[src/ccr_pkg.sv]
`default_nettype none
package ccr_pkg;

   ////////////////////////////////////////////////////////////////////////////////
   // Bus geometry
   localparam int ADDR_W = 16; // Byte address width
   localparam int IDX_W = 14; // Word index width
   localparam int DATA_W = 32; // Bus data width

   ////////////////////////////////////////////////////////////////////////////////
   // Register indexes, byte address is four times the index
   localparam logic [IDX_W-1:0] IDX_SUBSEC_RESTART = 14'h2010;
   localparam logic [IDX_W-1:0] IDX_ANALOG_TRIM = 14'h2011;
   localparam logic [IDX_W-1:0] IDX_SECONDS = 14'h2015;
   localparam logic [IDX_W-1:0] IDX_MINUTES = 14'h2016;
   localparam logic [IDX_W-1:0] IDX_HOURS = 14'h2017;
   localparam logic [IDX_W-1:0] IDX_WEEKDAY = 14'h2018;
   localparam logic [IDX_W-1:0] IDX_DATE = 14'h2019;
   localparam logic [IDX_W-1:0] IDX_MONTH = 14'h201a;
   localparam logic [IDX_W-1:0] IDX_YEAR = 14'h201b;
   localparam logic [IDX_W-1:0] IDX_FINE_TRIM = 14'h201c;
   localparam logic [IDX_W-1:0] IDX_FRACTION_TRIM = 14'h201e;
   localparam logic [IDX_W-1:0] IDX_WRITE_UNLOCK = 14'h201f;
   localparam logic [IDX_W-1:0] IDX_COMBINED_TRIM = 14'h2020;

   ////////////////////////////////////////////////////////////////////////////////
   // Reset values and field positions
   localparam logic [6:0] ANALOG_TRIM_RESET = 7'h40;
   localparam logic [16:0] FINE_TRIM_RESET = 17'h00004;
   localparam logic [1:0] FRACTION_TRIM_RESET = 2'h0;
   localparam int COMBINED_FRAC_LSB = 0; // Fraction in combined word
   localparam int COMBINED_FINE_LSB = 2; // Fine trim above it

   ////////////////////////////////////////////////////////////////////////////////
   // Calendar limits
   localparam logic [5:0] SEC_MAX = 6'h3b; // 59
   localparam logic [4:0] HOUR_MAX = 5'h17; // 23
   localparam logic [2:0] WEEKDAY_MIN = 3'h1; // Sunday
   localparam logic [2:0] WEEKDAY_MAX = 3'h7;
   localparam logic [4:0] DATE_MIN = 5'h01;
   localparam logic [3:0] MONTH_MAX = 4'hc; // 12
   localparam logic [7:0] YEAR_MAX = 8'h63; // 99

   ////////////////////////////////////////////////////////////////////////////////
   // Timing: one second at a 25 ns clock
   localparam longint SECOND_NS = 1000000000;
   localparam longint CLK_PERIOD_NS = 25;
   localparam int SECOND_CYCLES = int'(SECOND_NS / CLK_PERIOD_NS);
   localparam int SUBSEC_W = 26; // Holds SECOND_CYCLES

   ////////////////////////////////////////////////////////////////////////////////
   // AXI responses
   localparam logic [1:0] RESP_OKAY = 2'h0;
   localparam logic [1:0] RESP_SLVERR = 2'h2;

   // Calendar fields
   typedef struct packed {
      logic [7:0] year;
      logic [3:0] month;
      logic [4:0] date;
      logic [2:0] weekday;
      logic [4:0] hours;
      logic [5:0] minutes;
      logic [5:0] seconds;
   } ccr_cal_type;

   // One pending flag per calendar field
   typedef struct packed {
      logic year;
      logic month;
      logic date;
      logic weekday;
      logic hours;
      logic minutes;
      logic seconds;
   } ccr_pend_type;

   // Control state, reset by aresetn
   typedef struct packed {
      logic [SUBSEC_W-1:0] subsec;
      logic restart_bit;
      logic [6:0] analog_trim;
      logic [16:0] fine_trim;
      logic [1:0] fraction_trim;
      logic unlock;
      ccr_pend_type pend;
      logic aw_held;
      logic [IDX_W-1:0] aw_idx;
      logic w_held;
      logic [DATA_W-1:0] wdata;
      logic [3:0] wstrb;
      logic bvalid;
      logic [1:0] bresp;
      logic rvalid;
      logic [1:0] rresp;
      logic [DATA_W-1:0] rdata;
      logic tick;
   } ccr_ctl_type;

   // Whole module state
   typedef struct packed {
      ccr_cal_type cal; // Kept across reset
      ccr_cal_type shadow; // Values waiting for the next second
      ccr_ctl_type ctl;
   } ccr_state_type;

endpackage : ccr_pkg
`default_nettype wire

[src/ccr_calendar_clock_registers.sv]
`timescale 1ns/1ps
`default_nettype none
module ccr_calendar_clock_registers #(
   parameter int SECOND_CYCLES = ccr_pkg::SECOND_CYCLES
) (
   // Clock and reset
   input wire logic aclk,
   input wire logic aresetn,
   // Write address channel
   input wire logic [ccr_pkg::ADDR_W-1:0] s_axi_awaddr,
   input wire logic s_axi_awvalid,
   output logic s_axi_awready,
   // Write data channel
   input wire logic [ccr_pkg::DATA_W-1:0] s_axi_wdata,
   input wire logic [3:0] s_axi_wstrb,
   input wire logic s_axi_wvalid,
   output logic s_axi_wready,
   // Write response channel
   output logic [1:0] s_axi_bresp,
   output logic s_axi_bvalid,
   input wire logic s_axi_bready,
   // Read address channel
   input wire logic [ccr_pkg::ADDR_W-1:0] s_axi_araddr,
   input wire logic s_axi_arvalid,
   output logic s_axi_arready,
   // Read data channel
   output logic [ccr_pkg::DATA_W-1:0] s_axi_rdata,
   output logic [1:0] s_axi_rresp,
   output logic s_axi_rvalid,
   input wire logic s_axi_rready,
   // Trim values toward the oscillator
   output logic [6:0] analog_rate_trim,
   output logic [16:0] fine_rate_trim,
   output logic [1:0] fraction_rate_trim,
   // Timebase and calendar view
   output logic second_tick,
   output ccr_pkg::ccr_cal_type calendar
);

   ////////////////////////////////////////////////////////////////////////////////
   // State
   ccr_pkg::ccr_state_type q; // Registered state
   ccr_pkg::ccr_state_type next_q; // Next state
   logic tick; // Last cycle of the second
   logic [ccr_pkg::IDX_W-1:0] ar_idx; // Read word index
   logic wr_go; // Write executes this cycle
   localparam int SUB_W = ccr_pkg::SUBSEC_W; // Sub-second count width

   ////////////////////////////////////////////////////////////////////////////////
   // Days in a month, leap February when year is a multiple of four
   function automatic logic [4:0] month_days(input logic [3:0] mo, input logic [7:0] yr);
      logic [4:0] d;
      d = 5'h1f;
      case (mo)
         4'h2:
         begin
            d = (yr[1:0] == 2'h0) ? 5'h1d : 5'h1c;
         end
         4'h4, 4'h6, 4'h9, 4'hb:
         begin
            d = 5'h1e;
         end
         default:
         begin
            d = 5'h1f;
         end
      endcase
      return d;
   endfunction : month_days

   ////////////////////////////////////////////////////////////////////////////////
   // Advance the calendar by one second with carries
   function automatic ccr_pkg::ccr_cal_type advance(input ccr_pkg::ccr_cal_type c);
      ccr_pkg::ccr_cal_type r;
      r = c;
      if (c.seconds < ccr_pkg::SEC_MAX)
      begin
         r.seconds = c.seconds + 6'h01;
      end
      else
      begin
         r.seconds = 6'h00;
         if (c.minutes < ccr_pkg::SEC_MAX)
         begin
            r.minutes = c.minutes + 6'h01;
         end
         else
         begin
            r.minutes = 6'h00;
            if (c.hours < ccr_pkg::HOUR_MAX)
            begin
               r.hours = c.hours + 5'h01;
            end
            else
            begin
               r.hours = 5'h00;
               r.weekday = (c.weekday < ccr_pkg::WEEKDAY_MAX) ?
                  c.weekday + 3'h1 : ccr_pkg::WEEKDAY_MIN;
               if (c.date < month_days(c.month, c.year))
               begin
                  r.date = c.date + 5'h01;
               end
               else
               begin
                  r.date = ccr_pkg::DATE_MIN;
                  if (c.month < ccr_pkg::MONTH_MAX)
                  begin
                     r.month = c.month + 4'h1;
                  end
                  else
                  begin
                     r.month = 4'h1;
                     r.year = (c.year < ccr_pkg::YEAR_MAX) ? c.year + 8'h01 : 8'h00;
                  end
               end
            end
         end
      end
      return r;
   endfunction : advance

   ////////////////////////////////////////////////////////////////////////////////
   // Byte-lane merge of a write into an old value
   function automatic logic [31:0] merge(input logic [31:0] old, input logic [31:0] wd,
                                          input logic [3:0] st);
      logic [31:0] m;
      m = {{8{st[3]}}, {8{st[2]}}, {8{st[1]}}, {8{st[0]}}};
      return (old & ~m) | (wd & m);
   endfunction : merge

   ////////////////////////////////////////////////////////////////////////////////
   // Read multiplexer, unused bits read zero
   function automatic logic [32:0] read_word(input ccr_pkg::ccr_state_type s,
                                             input logic [ccr_pkg::IDX_W-1:0] idx);
      logic [31:0] d;
      logic ok;
      d = 32'h0;
      ok = 1'b1;
      case (idx)
         ccr_pkg::IDX_SUBSEC_RESTART: d = {31'h0, s.ctl.restart_bit};
         ccr_pkg::IDX_ANALOG_TRIM: d = {25'h0, s.ctl.analog_trim};
         ccr_pkg::IDX_SECONDS: d = {26'h0, s.cal.seconds};
         ccr_pkg::IDX_MINUTES: d = {26'h0, s.cal.minutes};
         ccr_pkg::IDX_HOURS: d = {27'h0, s.cal.hours};
         ccr_pkg::IDX_WEEKDAY: d = {29'h0, s.cal.weekday};
         ccr_pkg::IDX_DATE: d = {27'h0, s.cal.date};
         ccr_pkg::IDX_MONTH: d = {28'h0, s.cal.month};
         ccr_pkg::IDX_YEAR: d = {24'h0, s.cal.year};
         ccr_pkg::IDX_FINE_TRIM: d = {15'h0, s.ctl.fine_trim};
         ccr_pkg::IDX_FRACTION_TRIM: d = {30'h0, s.ctl.fraction_trim};
         ccr_pkg::IDX_WRITE_UNLOCK: d = 32'h0;
         ccr_pkg::IDX_COMBINED_TRIM: d = {13'h0, s.ctl.fine_trim, s.ctl.fraction_trim};
         default: ok = 1'b0;
      endcase
      return {ok, d};
   endfunction : read_word

   ////////////////////////////////////////////////////////////////////////////////
   // Combinational decode helpers
   assign tick = (q.ctl.subsec == SUB_W'(SECOND_CYCLES - 1));
   assign ar_idx = s_axi_araddr[ccr_pkg::ADDR_W-1:2];
   // Both halves present and no response outstanding
   assign wr_go = q.ctl.aw_held && q.ctl.w_held && !q.ctl.bvalid;

   ////////////////////////////////////////////////////////////////////////////////
   // Next-state logic
   always_comb
   begin
      logic [31:0] mw;
      logic [32:0] rd;
      logic is_time;
      logic ok;
      mw = 32'h0;
      rd = 33'h0;
      is_time = 1'b0;
      ok = 1'b1;
      next_q = q;
      next_q.ctl.tick = tick;
      // Free-running sub-second count
      next_q.ctl.subsec = tick ? '0 : q.ctl.subsec + SUB_W'(1);
      // apply held writes on the tick
      if (tick)
      begin
         next_q.cal = advance(q.cal);
         if (q.ctl.pend.seconds) next_q.cal.seconds = q.shadow.seconds;
         if (q.ctl.pend.minutes) next_q.cal.minutes = q.shadow.minutes;
         if (q.ctl.pend.hours) next_q.cal.hours = q.shadow.hours;
         if (q.ctl.pend.weekday) next_q.cal.weekday = q.shadow.weekday;
         if (q.ctl.pend.date) next_q.cal.date = q.shadow.date;
         if (q.ctl.pend.month) next_q.cal.month = q.shadow.month;
         if (q.ctl.pend.year) next_q.cal.year = q.shadow.year;
         next_q.ctl.pend = '0;
      end
      // Address and data are caught independently
      if (s_axi_awvalid && !q.ctl.aw_held)
      begin
         next_q.ctl.aw_held = 1'b1;
         next_q.ctl.aw_idx = s_axi_awaddr[ccr_pkg::ADDR_W-1:2];
      end
      if (s_axi_wvalid && !q.ctl.w_held)
      begin
         next_q.ctl.w_held = 1'b1;
         next_q.ctl.wdata = s_axi_wdata;
         next_q.ctl.wstrb = s_axi_wstrb;
      end
      // Response retires on its handshake
      if (q.ctl.bvalid && s_axi_bready)
      begin
         next_q.ctl.bvalid = 1'b0;
      end
      // Register write
      if (wr_go)
      begin
         next_q.ctl.aw_held = 1'b0;
         next_q.ctl.w_held = 1'b0;
         next_q.ctl.bvalid = 1'b1;
         rd = read_word(q, q.ctl.aw_idx);
         ok = rd[32];
         mw = merge(rd[31:0], q.ctl.wdata, q.ctl.wstrb);
         // unlock lasts for one write only
         next_q.ctl.unlock = (q.ctl.aw_idx == ccr_pkg::IDX_WRITE_UNLOCK);
         is_time = q.ctl.unlock;
         case (q.ctl.aw_idx)
            ccr_pkg::IDX_SUBSEC_RESTART:
            begin
               next_q.ctl.restart_bit = mw[0];
               if (mw[0]) next_q.ctl.subsec = '0;
            end
            ccr_pkg::IDX_ANALOG_TRIM: next_q.ctl.analog_trim = mw[6:0];
            ccr_pkg::IDX_SECONDS:
            begin
               next_q.shadow.seconds = is_time ? mw[5:0] : q.shadow.seconds;
               next_q.ctl.pend.seconds = is_time | next_q.ctl.pend.seconds;
            end
            ccr_pkg::IDX_MINUTES:
            begin
               next_q.shadow.minutes = is_time ? mw[5:0] : q.shadow.minutes;
               next_q.ctl.pend.minutes = is_time | next_q.ctl.pend.minutes;
            end
            ccr_pkg::IDX_HOURS:
            begin
               next_q.shadow.hours = is_time ? mw[4:0] : q.shadow.hours;
               next_q.ctl.pend.hours = is_time | next_q.ctl.pend.hours;
            end
            ccr_pkg::IDX_WEEKDAY:
            begin
               next_q.shadow.weekday = is_time ? mw[2:0] : q.shadow.weekday;
               next_q.ctl.pend.weekday = is_time | next_q.ctl.pend.weekday;
            end
            ccr_pkg::IDX_DATE:
            begin
               next_q.shadow.date = is_time ? mw[4:0] : q.shadow.date;
               next_q.ctl.pend.date = is_time | next_q.ctl.pend.date;
            end
            ccr_pkg::IDX_MONTH:
            begin
               next_q.shadow.month = is_time ? mw[3:0] : q.shadow.month;
               next_q.ctl.pend.month = is_time | next_q.ctl.pend.month;
            end
            ccr_pkg::IDX_YEAR:
            begin
               next_q.shadow.year = is_time ? mw[7:0] : q.shadow.year;
               next_q.ctl.pend.year = is_time | next_q.ctl.pend.year;
            end
            ccr_pkg::IDX_FINE_TRIM: next_q.ctl.fine_trim = mw[16:0];
            ccr_pkg::IDX_FRACTION_TRIM: next_q.ctl.fraction_trim = mw[1:0];
            ccr_pkg::IDX_COMBINED_TRIM:
            begin
               next_q.ctl.fine_trim = mw[ccr_pkg::COMBINED_FINE_LSB +: 17];
               next_q.ctl.fraction_trim = mw[ccr_pkg::COMBINED_FRAC_LSB +: 2];
            end
            default:
            begin
               // Unlock or unmapped: nothing stored
            end
         endcase
         next_q.ctl.bresp = ok ? ccr_pkg::RESP_OKAY : ccr_pkg::RESP_SLVERR;
      end
      // Read data retires on its handshake
      if (q.ctl.rvalid && s_axi_rready)
      begin
         next_q.ctl.rvalid = 1'b0;
      end
      // One read at a time, answered next cycle
      if (s_axi_arvalid && !q.ctl.rvalid)
      begin
         rd = read_word(q, ar_idx);
         next_q.ctl.rvalid = 1'b1;
         next_q.ctl.rdata = rd[31:0];
         next_q.ctl.rresp = rd[32] ? ccr_pkg::RESP_OKAY : ccr_pkg::RESP_SLVERR;
      end
   end

   ////////////////////////////////////////////////////////////////////////////////
   // State register; calendar and shadow are never reset
   always_ff @(posedge aclk)
   begin
      q <= next_q;
      if (!aresetn)
      begin
         q.ctl <= '0;
         q.ctl.analog_trim <= ccr_pkg::ANALOG_TRIM_RESET;
         q.ctl.fine_trim <= ccr_pkg::FINE_TRIM_RESET;
         q.ctl.fraction_trim <= ccr_pkg::FRACTION_TRIM_RESET;
      end
   end

   ////////////////////////////////////////////////////////////////////////////////
   // Outputs
   assign s_axi_awready = !q.ctl.aw_held;
   assign s_axi_wready = !q.ctl.w_held;
   assign s_axi_bvalid = q.ctl.bvalid;
   assign s_axi_bresp = q.ctl.bresp;
   assign s_axi_arready = !q.ctl.rvalid;
   assign s_axi_rvalid = q.ctl.rvalid;
   assign s_axi_rdata = q.ctl.rdata;
   assign s_axi_rresp = q.ctl.rresp;
   assign analog_rate_trim = q.ctl.analog_trim;
   assign fine_rate_trim = q.ctl.fine_trim;
   assign fraction_rate_trim = q.ctl.fraction_trim;
   assign second_tick = q.ctl.tick;
   assign calendar = q.cal;

endmodule : ccr_calendar_clock_registers
`default_nettype wire

[config.mk]
export PLATFORM = sky130hd
export DESIGN_NAME = ccr_calendar_clock_registers
export DESIGN_NICKNAME = d
export VERILOG_FILES = /design/src/ccr_pkg.sv /design/src/ccr_calendar_clock_registers.sv
export SDC_FILE = /design/constraint.sdc
export NUM_CORES = 1
export LEC_CHECK = 0
export BUFFER_PORTS_ARGS = -buffer_cell sky130_fd_sc_hd__buf_2
export CORE_UTILIZATION = 57
export CTS_CLUSTER_SIZE = 40
export DETAILED_ROUTE_END_ITERATION = 10
export PLACE_DENSITY = 0.77
export SKIP_CTS_REPAIR_TIMING = 1
export SYNTH_ARGS = -nofsm -noshare
export SYNTH_HDL_FRONTEND = slang
export SYNTH_SLANG_ARGS = --single-unit
export TNS_END_PERCENT = 30
[constraint.sdc]
create_clock -name aclk -period 2.71 [get_ports aclk]
set_input_delay 0.1355 -clock aclk [delete_from_list [all_inputs] [get_ports aclk]]
set_output_delay 0.1355 -clock aclk [all_outputs]
set_load 0.05 [all_outputs]
Word level (Yosys, flattened, before mapping)
Cells that the tools add are included.

Bits in registers: 212. Input port bits: 75. Output and inout bits: 105. Word-level logic and storage cells: 206.

Add/subtract/negate cells: 8. $lt $le $gt $ge: 7. Equality and inequality tests: 50. Multiplexer cells: 54. Bitwise operators: 12. Reductions and logical operators: 37.

Operator list (number): one-hot mux 19 bit (12 select lines) (2); equality test 14 bit (second input constant) (26); 2-to-1 mux 62 bit (1); 2-to-1 mux 26 bit (2); 2-to-1 mux 5 bit (8); bitwise AND 19 bit (2); != test 2 bit (second input constant) (18); 2-to-1 mux 35 bit (1); one-hot mux 17 bit (2 select lines) (1); 2-to-1 mux 31 bit (1); 2-to-1 mux 27 bit (1); adder 26 x 1 -> 26 bit (second input constant) (1); equality test 26 bit (second input constant) (1); OR reduction 13 bit (2); 2-to-1 mux 25 bit (1); 2-to-1 mux 6 bit (4); 2-to-1 mux 8 bit (3); AND reduction 3 bit (8); 2-to-1 mux 20 bit (1); 2-to-1 mux 19 bit (1); inverter 19 bit (1); OR 19 bit (1); 2-to-1 mux 15 bit (1); 2-to-1 mux 1 bit (14); 32 further kinds (66).

Longest topological paths before layout
Depth after elaboration: 13. Depth in mapped cells: 10. Depth with buffers taken out: 8.

Worst setup path before layout
Ideal clock, no wire load.

Path type: register -> register. Start: reg q, in the netlist calendar[25]. End: reg q, in the netlist calendar[29], enable pin. Library setup time: 0.370 ns. Data arrival time: 2.088 ns. Required time: 2.340 ns. Setup slack: 0.252 ns. Cell stages (with the launch flop): 9. Buffers on the path: 0. Clock period less this slack: 2.458 ns. Path through: edfxtp_1 inv_1 ha_1 nor3b_1 ha_1 o31ai_1 a21oi_1 a41oi_1 nor2_1.

Cells in the longest elaborated chain, start to end: 10. Elaborated cells on any way between the ends: 16. Classes of those cells: order compare: 2; eq/ne: 7; mux: 5; reduce/logical: 2.

Ends and longest elaborated chain: start: declaration (line ccr_calendar_clock_registers.sv:42) `ccr_pkg::ccr_state_type q;`; start signal: assignment (line ccr_calendar_clock_registers.sv:298) `q <= next_q;`; equality test 4 x 3 -> 1 bit or equality test 4 bit (tied branches) (line ccr_calendar_clock_registers.sv:54) `case (mo)`; OR reduction 4 bit (line ccr_calendar_clock_registers.sv:54); one-hot mux 2 bit (2 select lines) (line ccr_calendar_clock_registers.sv:54); 2-to-1 mux 5 bit (line ccr_calendar_clock_registers.sv:90) `if (c.hours < ccr_pkg::HOUR_MAX)`; 2-to-1 mux 5 bit (line ccr_calendar_clock_registers.sv:83) `if (c.minutes < ccr_pkg::SEC_MAX)`; 2-to-1 mux 5 bit (line ccr_calendar_clock_registers.sv:76) `if (c.seconds < ccr_pkg::SEC_MAX)`; 2-to-1 mux 5 bit (line ccr_calendar_clock_registers.sv:182) `if (tick)`; < comparator 5 bit (line ccr_calendar_clock_registers.sv:99) `if (c.date < month_days(c.month, c.year))`; != test 2 bit (no source line); AND reduction 6 bit (no source line) *.

Every way passes the cells marked *; elsewhere a longest branch is shown, timed or not. The select of a mux whose other input is x is not followed. A chain may end at the register's enable or synchronous reset.

Worst setup path in the final report
Start: reg q[81] (netlist name). End: reg q[161] (netlist name) (data pin).

Cells in the longest elaborated chain, start to end: 5. Elaborated cells on any way between the ends: 16. Classes of those cells: eq/ne: 12; mux: 2; bitwise: 2.

Ends and longest elaborated chain: equality test 14 bit (line ccr_calendar_clock_registers.sv:139) `case (idx)`; one-hot mux 19 bit (12 select lines) * (line ccr_calendar_clock_registers.sv:139); 2-to-1 mux 19 bit * (line ccr_calendar_clock_registers.sv:212) `if (wr_go)`; bitwise AND 19 bit * (line ccr_calendar_clock_registers.sv:128) `return (old & ~m) | (wd & m);`; OR 19 bit * (line ccr_calendar_clock_registers.sv:128).

Marks and branches as above.

==> results.toml <==
[drt]
dr.pass1.iters = 7
drc = 0
routed_via_density = 6.038
wl_per_cell_um = 19.19
drt_iter0_drc = 1200
vias = 9758
wl_mm = 31.01
drtAntennaViolNets = 0

[timing]
setup_violations = 0
finalClockSkew_ns = 0.01093
setup_tns_ns = 0
period_share_pct = 94.91
rsz0062_at_grt = "no"
finalHoldViolations = 0
fin_ws_ns = 0.1380
slew_headroom_pct = 49.08
fin_crit_ns = 2.572
tightest_slew_ns = 0.7622
whs_ns = 0.1550
fmax_ghz = 0.3888
drv_slew = 0

[grt]
grt_pass1_wl_mm = 47.62
grt_pass1_vias = 8834
grt_antenna_before_repair = 1
grt.total_usage_pct = 30.67
grt_overflow = 0
grt_max_degree = 56

[cts]
cts_tree = "built"
cts_buffers = 17
clk_pin_slew_ns = 0.07
clock-sinks = 197
cts_max_level = 4
cts_root_buffer = "clkbuf_16"
clockBufferDepth = 2
clk_latency_ns = 0.44

[synthesis]
synth_top_area_share_pct = 22.20
yosysSeqAreaShare_pct = 42.24
synth_area_leaders = "dfxtp_1 (22%), edfxtp_1 (20%), buf_4 (6.7%), nand2_1 (6.7%), a21oi_1 (3.8%)"
ys_types = 88
syn_area_um2 = 11090
yosysMostFrequentCell = "nand2_1"
yosysWarnings = 0
yosysTopAreaCell = "dfxtp_1"
synth_edf_count = 74
synth.avg_cell_area_um2 = 9.038
synth_cells = 1227
synth_common_cells = "nand2_1 (198), dfxtp_1 (123), buf_4 (99)"
synthFlopType = "dfxtp_1"
ys_ff_latch = 197
synth-async-reset-ratio_pct = 0

[critical_path]
critPathCaptureType = "flop"
worstSetupPathType = "flop to flop"
required_ns = 3.00
startpoint_type = "flop"
arrival_ns = 2.86
crit_fanout = 7

[floorplanning]
die_w_um = 141.5
rows = 50
start_util_pct = 58.70
die_y_um = 141.5
dieArea_um2 = 20020
coreArea_um2 = 18890
io_pins = 180

[final_layout]
layout.nets = 1432
area_growth_pct = 14.37
regArea_um2 = 4686
layout.cells.non_filler = 1616
multi_input_area_um2 = 5321
drive_above_1_share_pct = 22.57
final_area_um2 = 12680
fin_util_pct = 67.13
antennaDiodeCount = 0
fillCellCount = 1589

[placed_design]
place_hpwl_mm = 22.08
io_buffers = 146
dp_slack_ns = 0.1406
gp_congestion = 1.001
placed_cell_area_um2 = 11700
dp_cells = 1544

[power]
p_leak_nw = 4.743
p_total_mw = 6.162
p_per_area_nw_per_um2 = 485.9
peakVddDrop_mv = 0.4240

[hold_path]
hp-class = "input pin to flop"

[run_status]
status = "completed"

[run]
maxCapViolations = 0
## state kept, by name, indices dropped and copies added, names as in the netlist
name	flops
s_axi_bvalid	1
fine_rate_trim	17
fraction_rate_trim	2
s_axi_bresp	1
s_axi_rvalid	1
q	110
s_axi_rdata	19
s_axi_rresp	1
calendar	37
second_tick	1
analog_rate_trim	7
## cells by family (layout without fill, tap and decap cells)
kind of cell / Yosys count / in the layout / synth area share [%]
adder cells (fa/ha/maj): 13 / 13 / 1.467
AND/OR/NAND/NOR: 483 / 483 / 23.56
AO/OA/AOI/OAI: 274 / 274 / 16.85
flip-flops: 197 / 197 / 42.24
other: 1 / 15 / 0.03382
multiplexers: 25 / 25 / 2.437
buffers and inverters: 194 / 309 / 10.26
XOR/XNOR: 40 / 40 / 3.159
## cell type report
| type | instances | area share [%] |
|---|---|---|
| clock buffer | 23 | 3.946 |
| clock inverter | 8 | 0.5722 |
| inverter | 26 | 0.7793 |
| multi-input combinational | 850 | 41.96 |
| sequential | 197 | 36.94 |
| tap | 260 | 2.565 |
| timing repair buffer | 252 | 13.24 |
## cell usage in the layout (no fill, tap or decap), types with 19 or more instances in the layout
cell type      instances
nand2_1              198
dlygate4sd3_1         41
a21oi_1               85
edfxtp_1              74
nor4_2                22
o21ai_0               49
dfxtp_1              122
clkbuf_16             19
nand3_1               46
xor2_1                20
xnor2_1               20
buf_2                146
nor2_1                61
inv_1                 24
buf_4                 61
## routing by layer
metal	wire [um]	track usage [%]	vias to the layer above	share of wire [%]
met4	900	11.04	0	2.9
met5	0	0	-	0
met1	12950	42.01	4646	42
li1	-	-	4565	-
met3	2548	5.670	67	8.2
met2	14620	48.62	480	47
## critical path: stages, from the launching register on
cell and delay, ns:
dfxtp_1 0.34, or4b_4 0.60, a31oi_4 0.19, a32oi_4 0.19, or2_2 0.33, o21ai_1 0.49
buf_4 0.28
## power breakdown
part / internal (mW) / total (mW) / switching, mW
Combinational: 0.195 / 0.525 / 0.330
Sequential: 3.09 / 3.13 / 0.0430
Clock: 1.39 / 2.50 / 1.11
Total: 4.68 / 6.16 / 1.48
## path summary, 6_finish.rpt
path                 startpoint              to  slack (ns)  cells past startpoint
setup / recovery          q[81]          q[161]        0.14                      6
hold / removal    s_axi_arvalid  s_axi_rresp[1]        0.16                      4
setup reg to reg          q[81]          q[161]        0.14                      6
hold reg to reg           q[52]           q[52]        0.45                      2
Power figures use the tool's default switching activity.
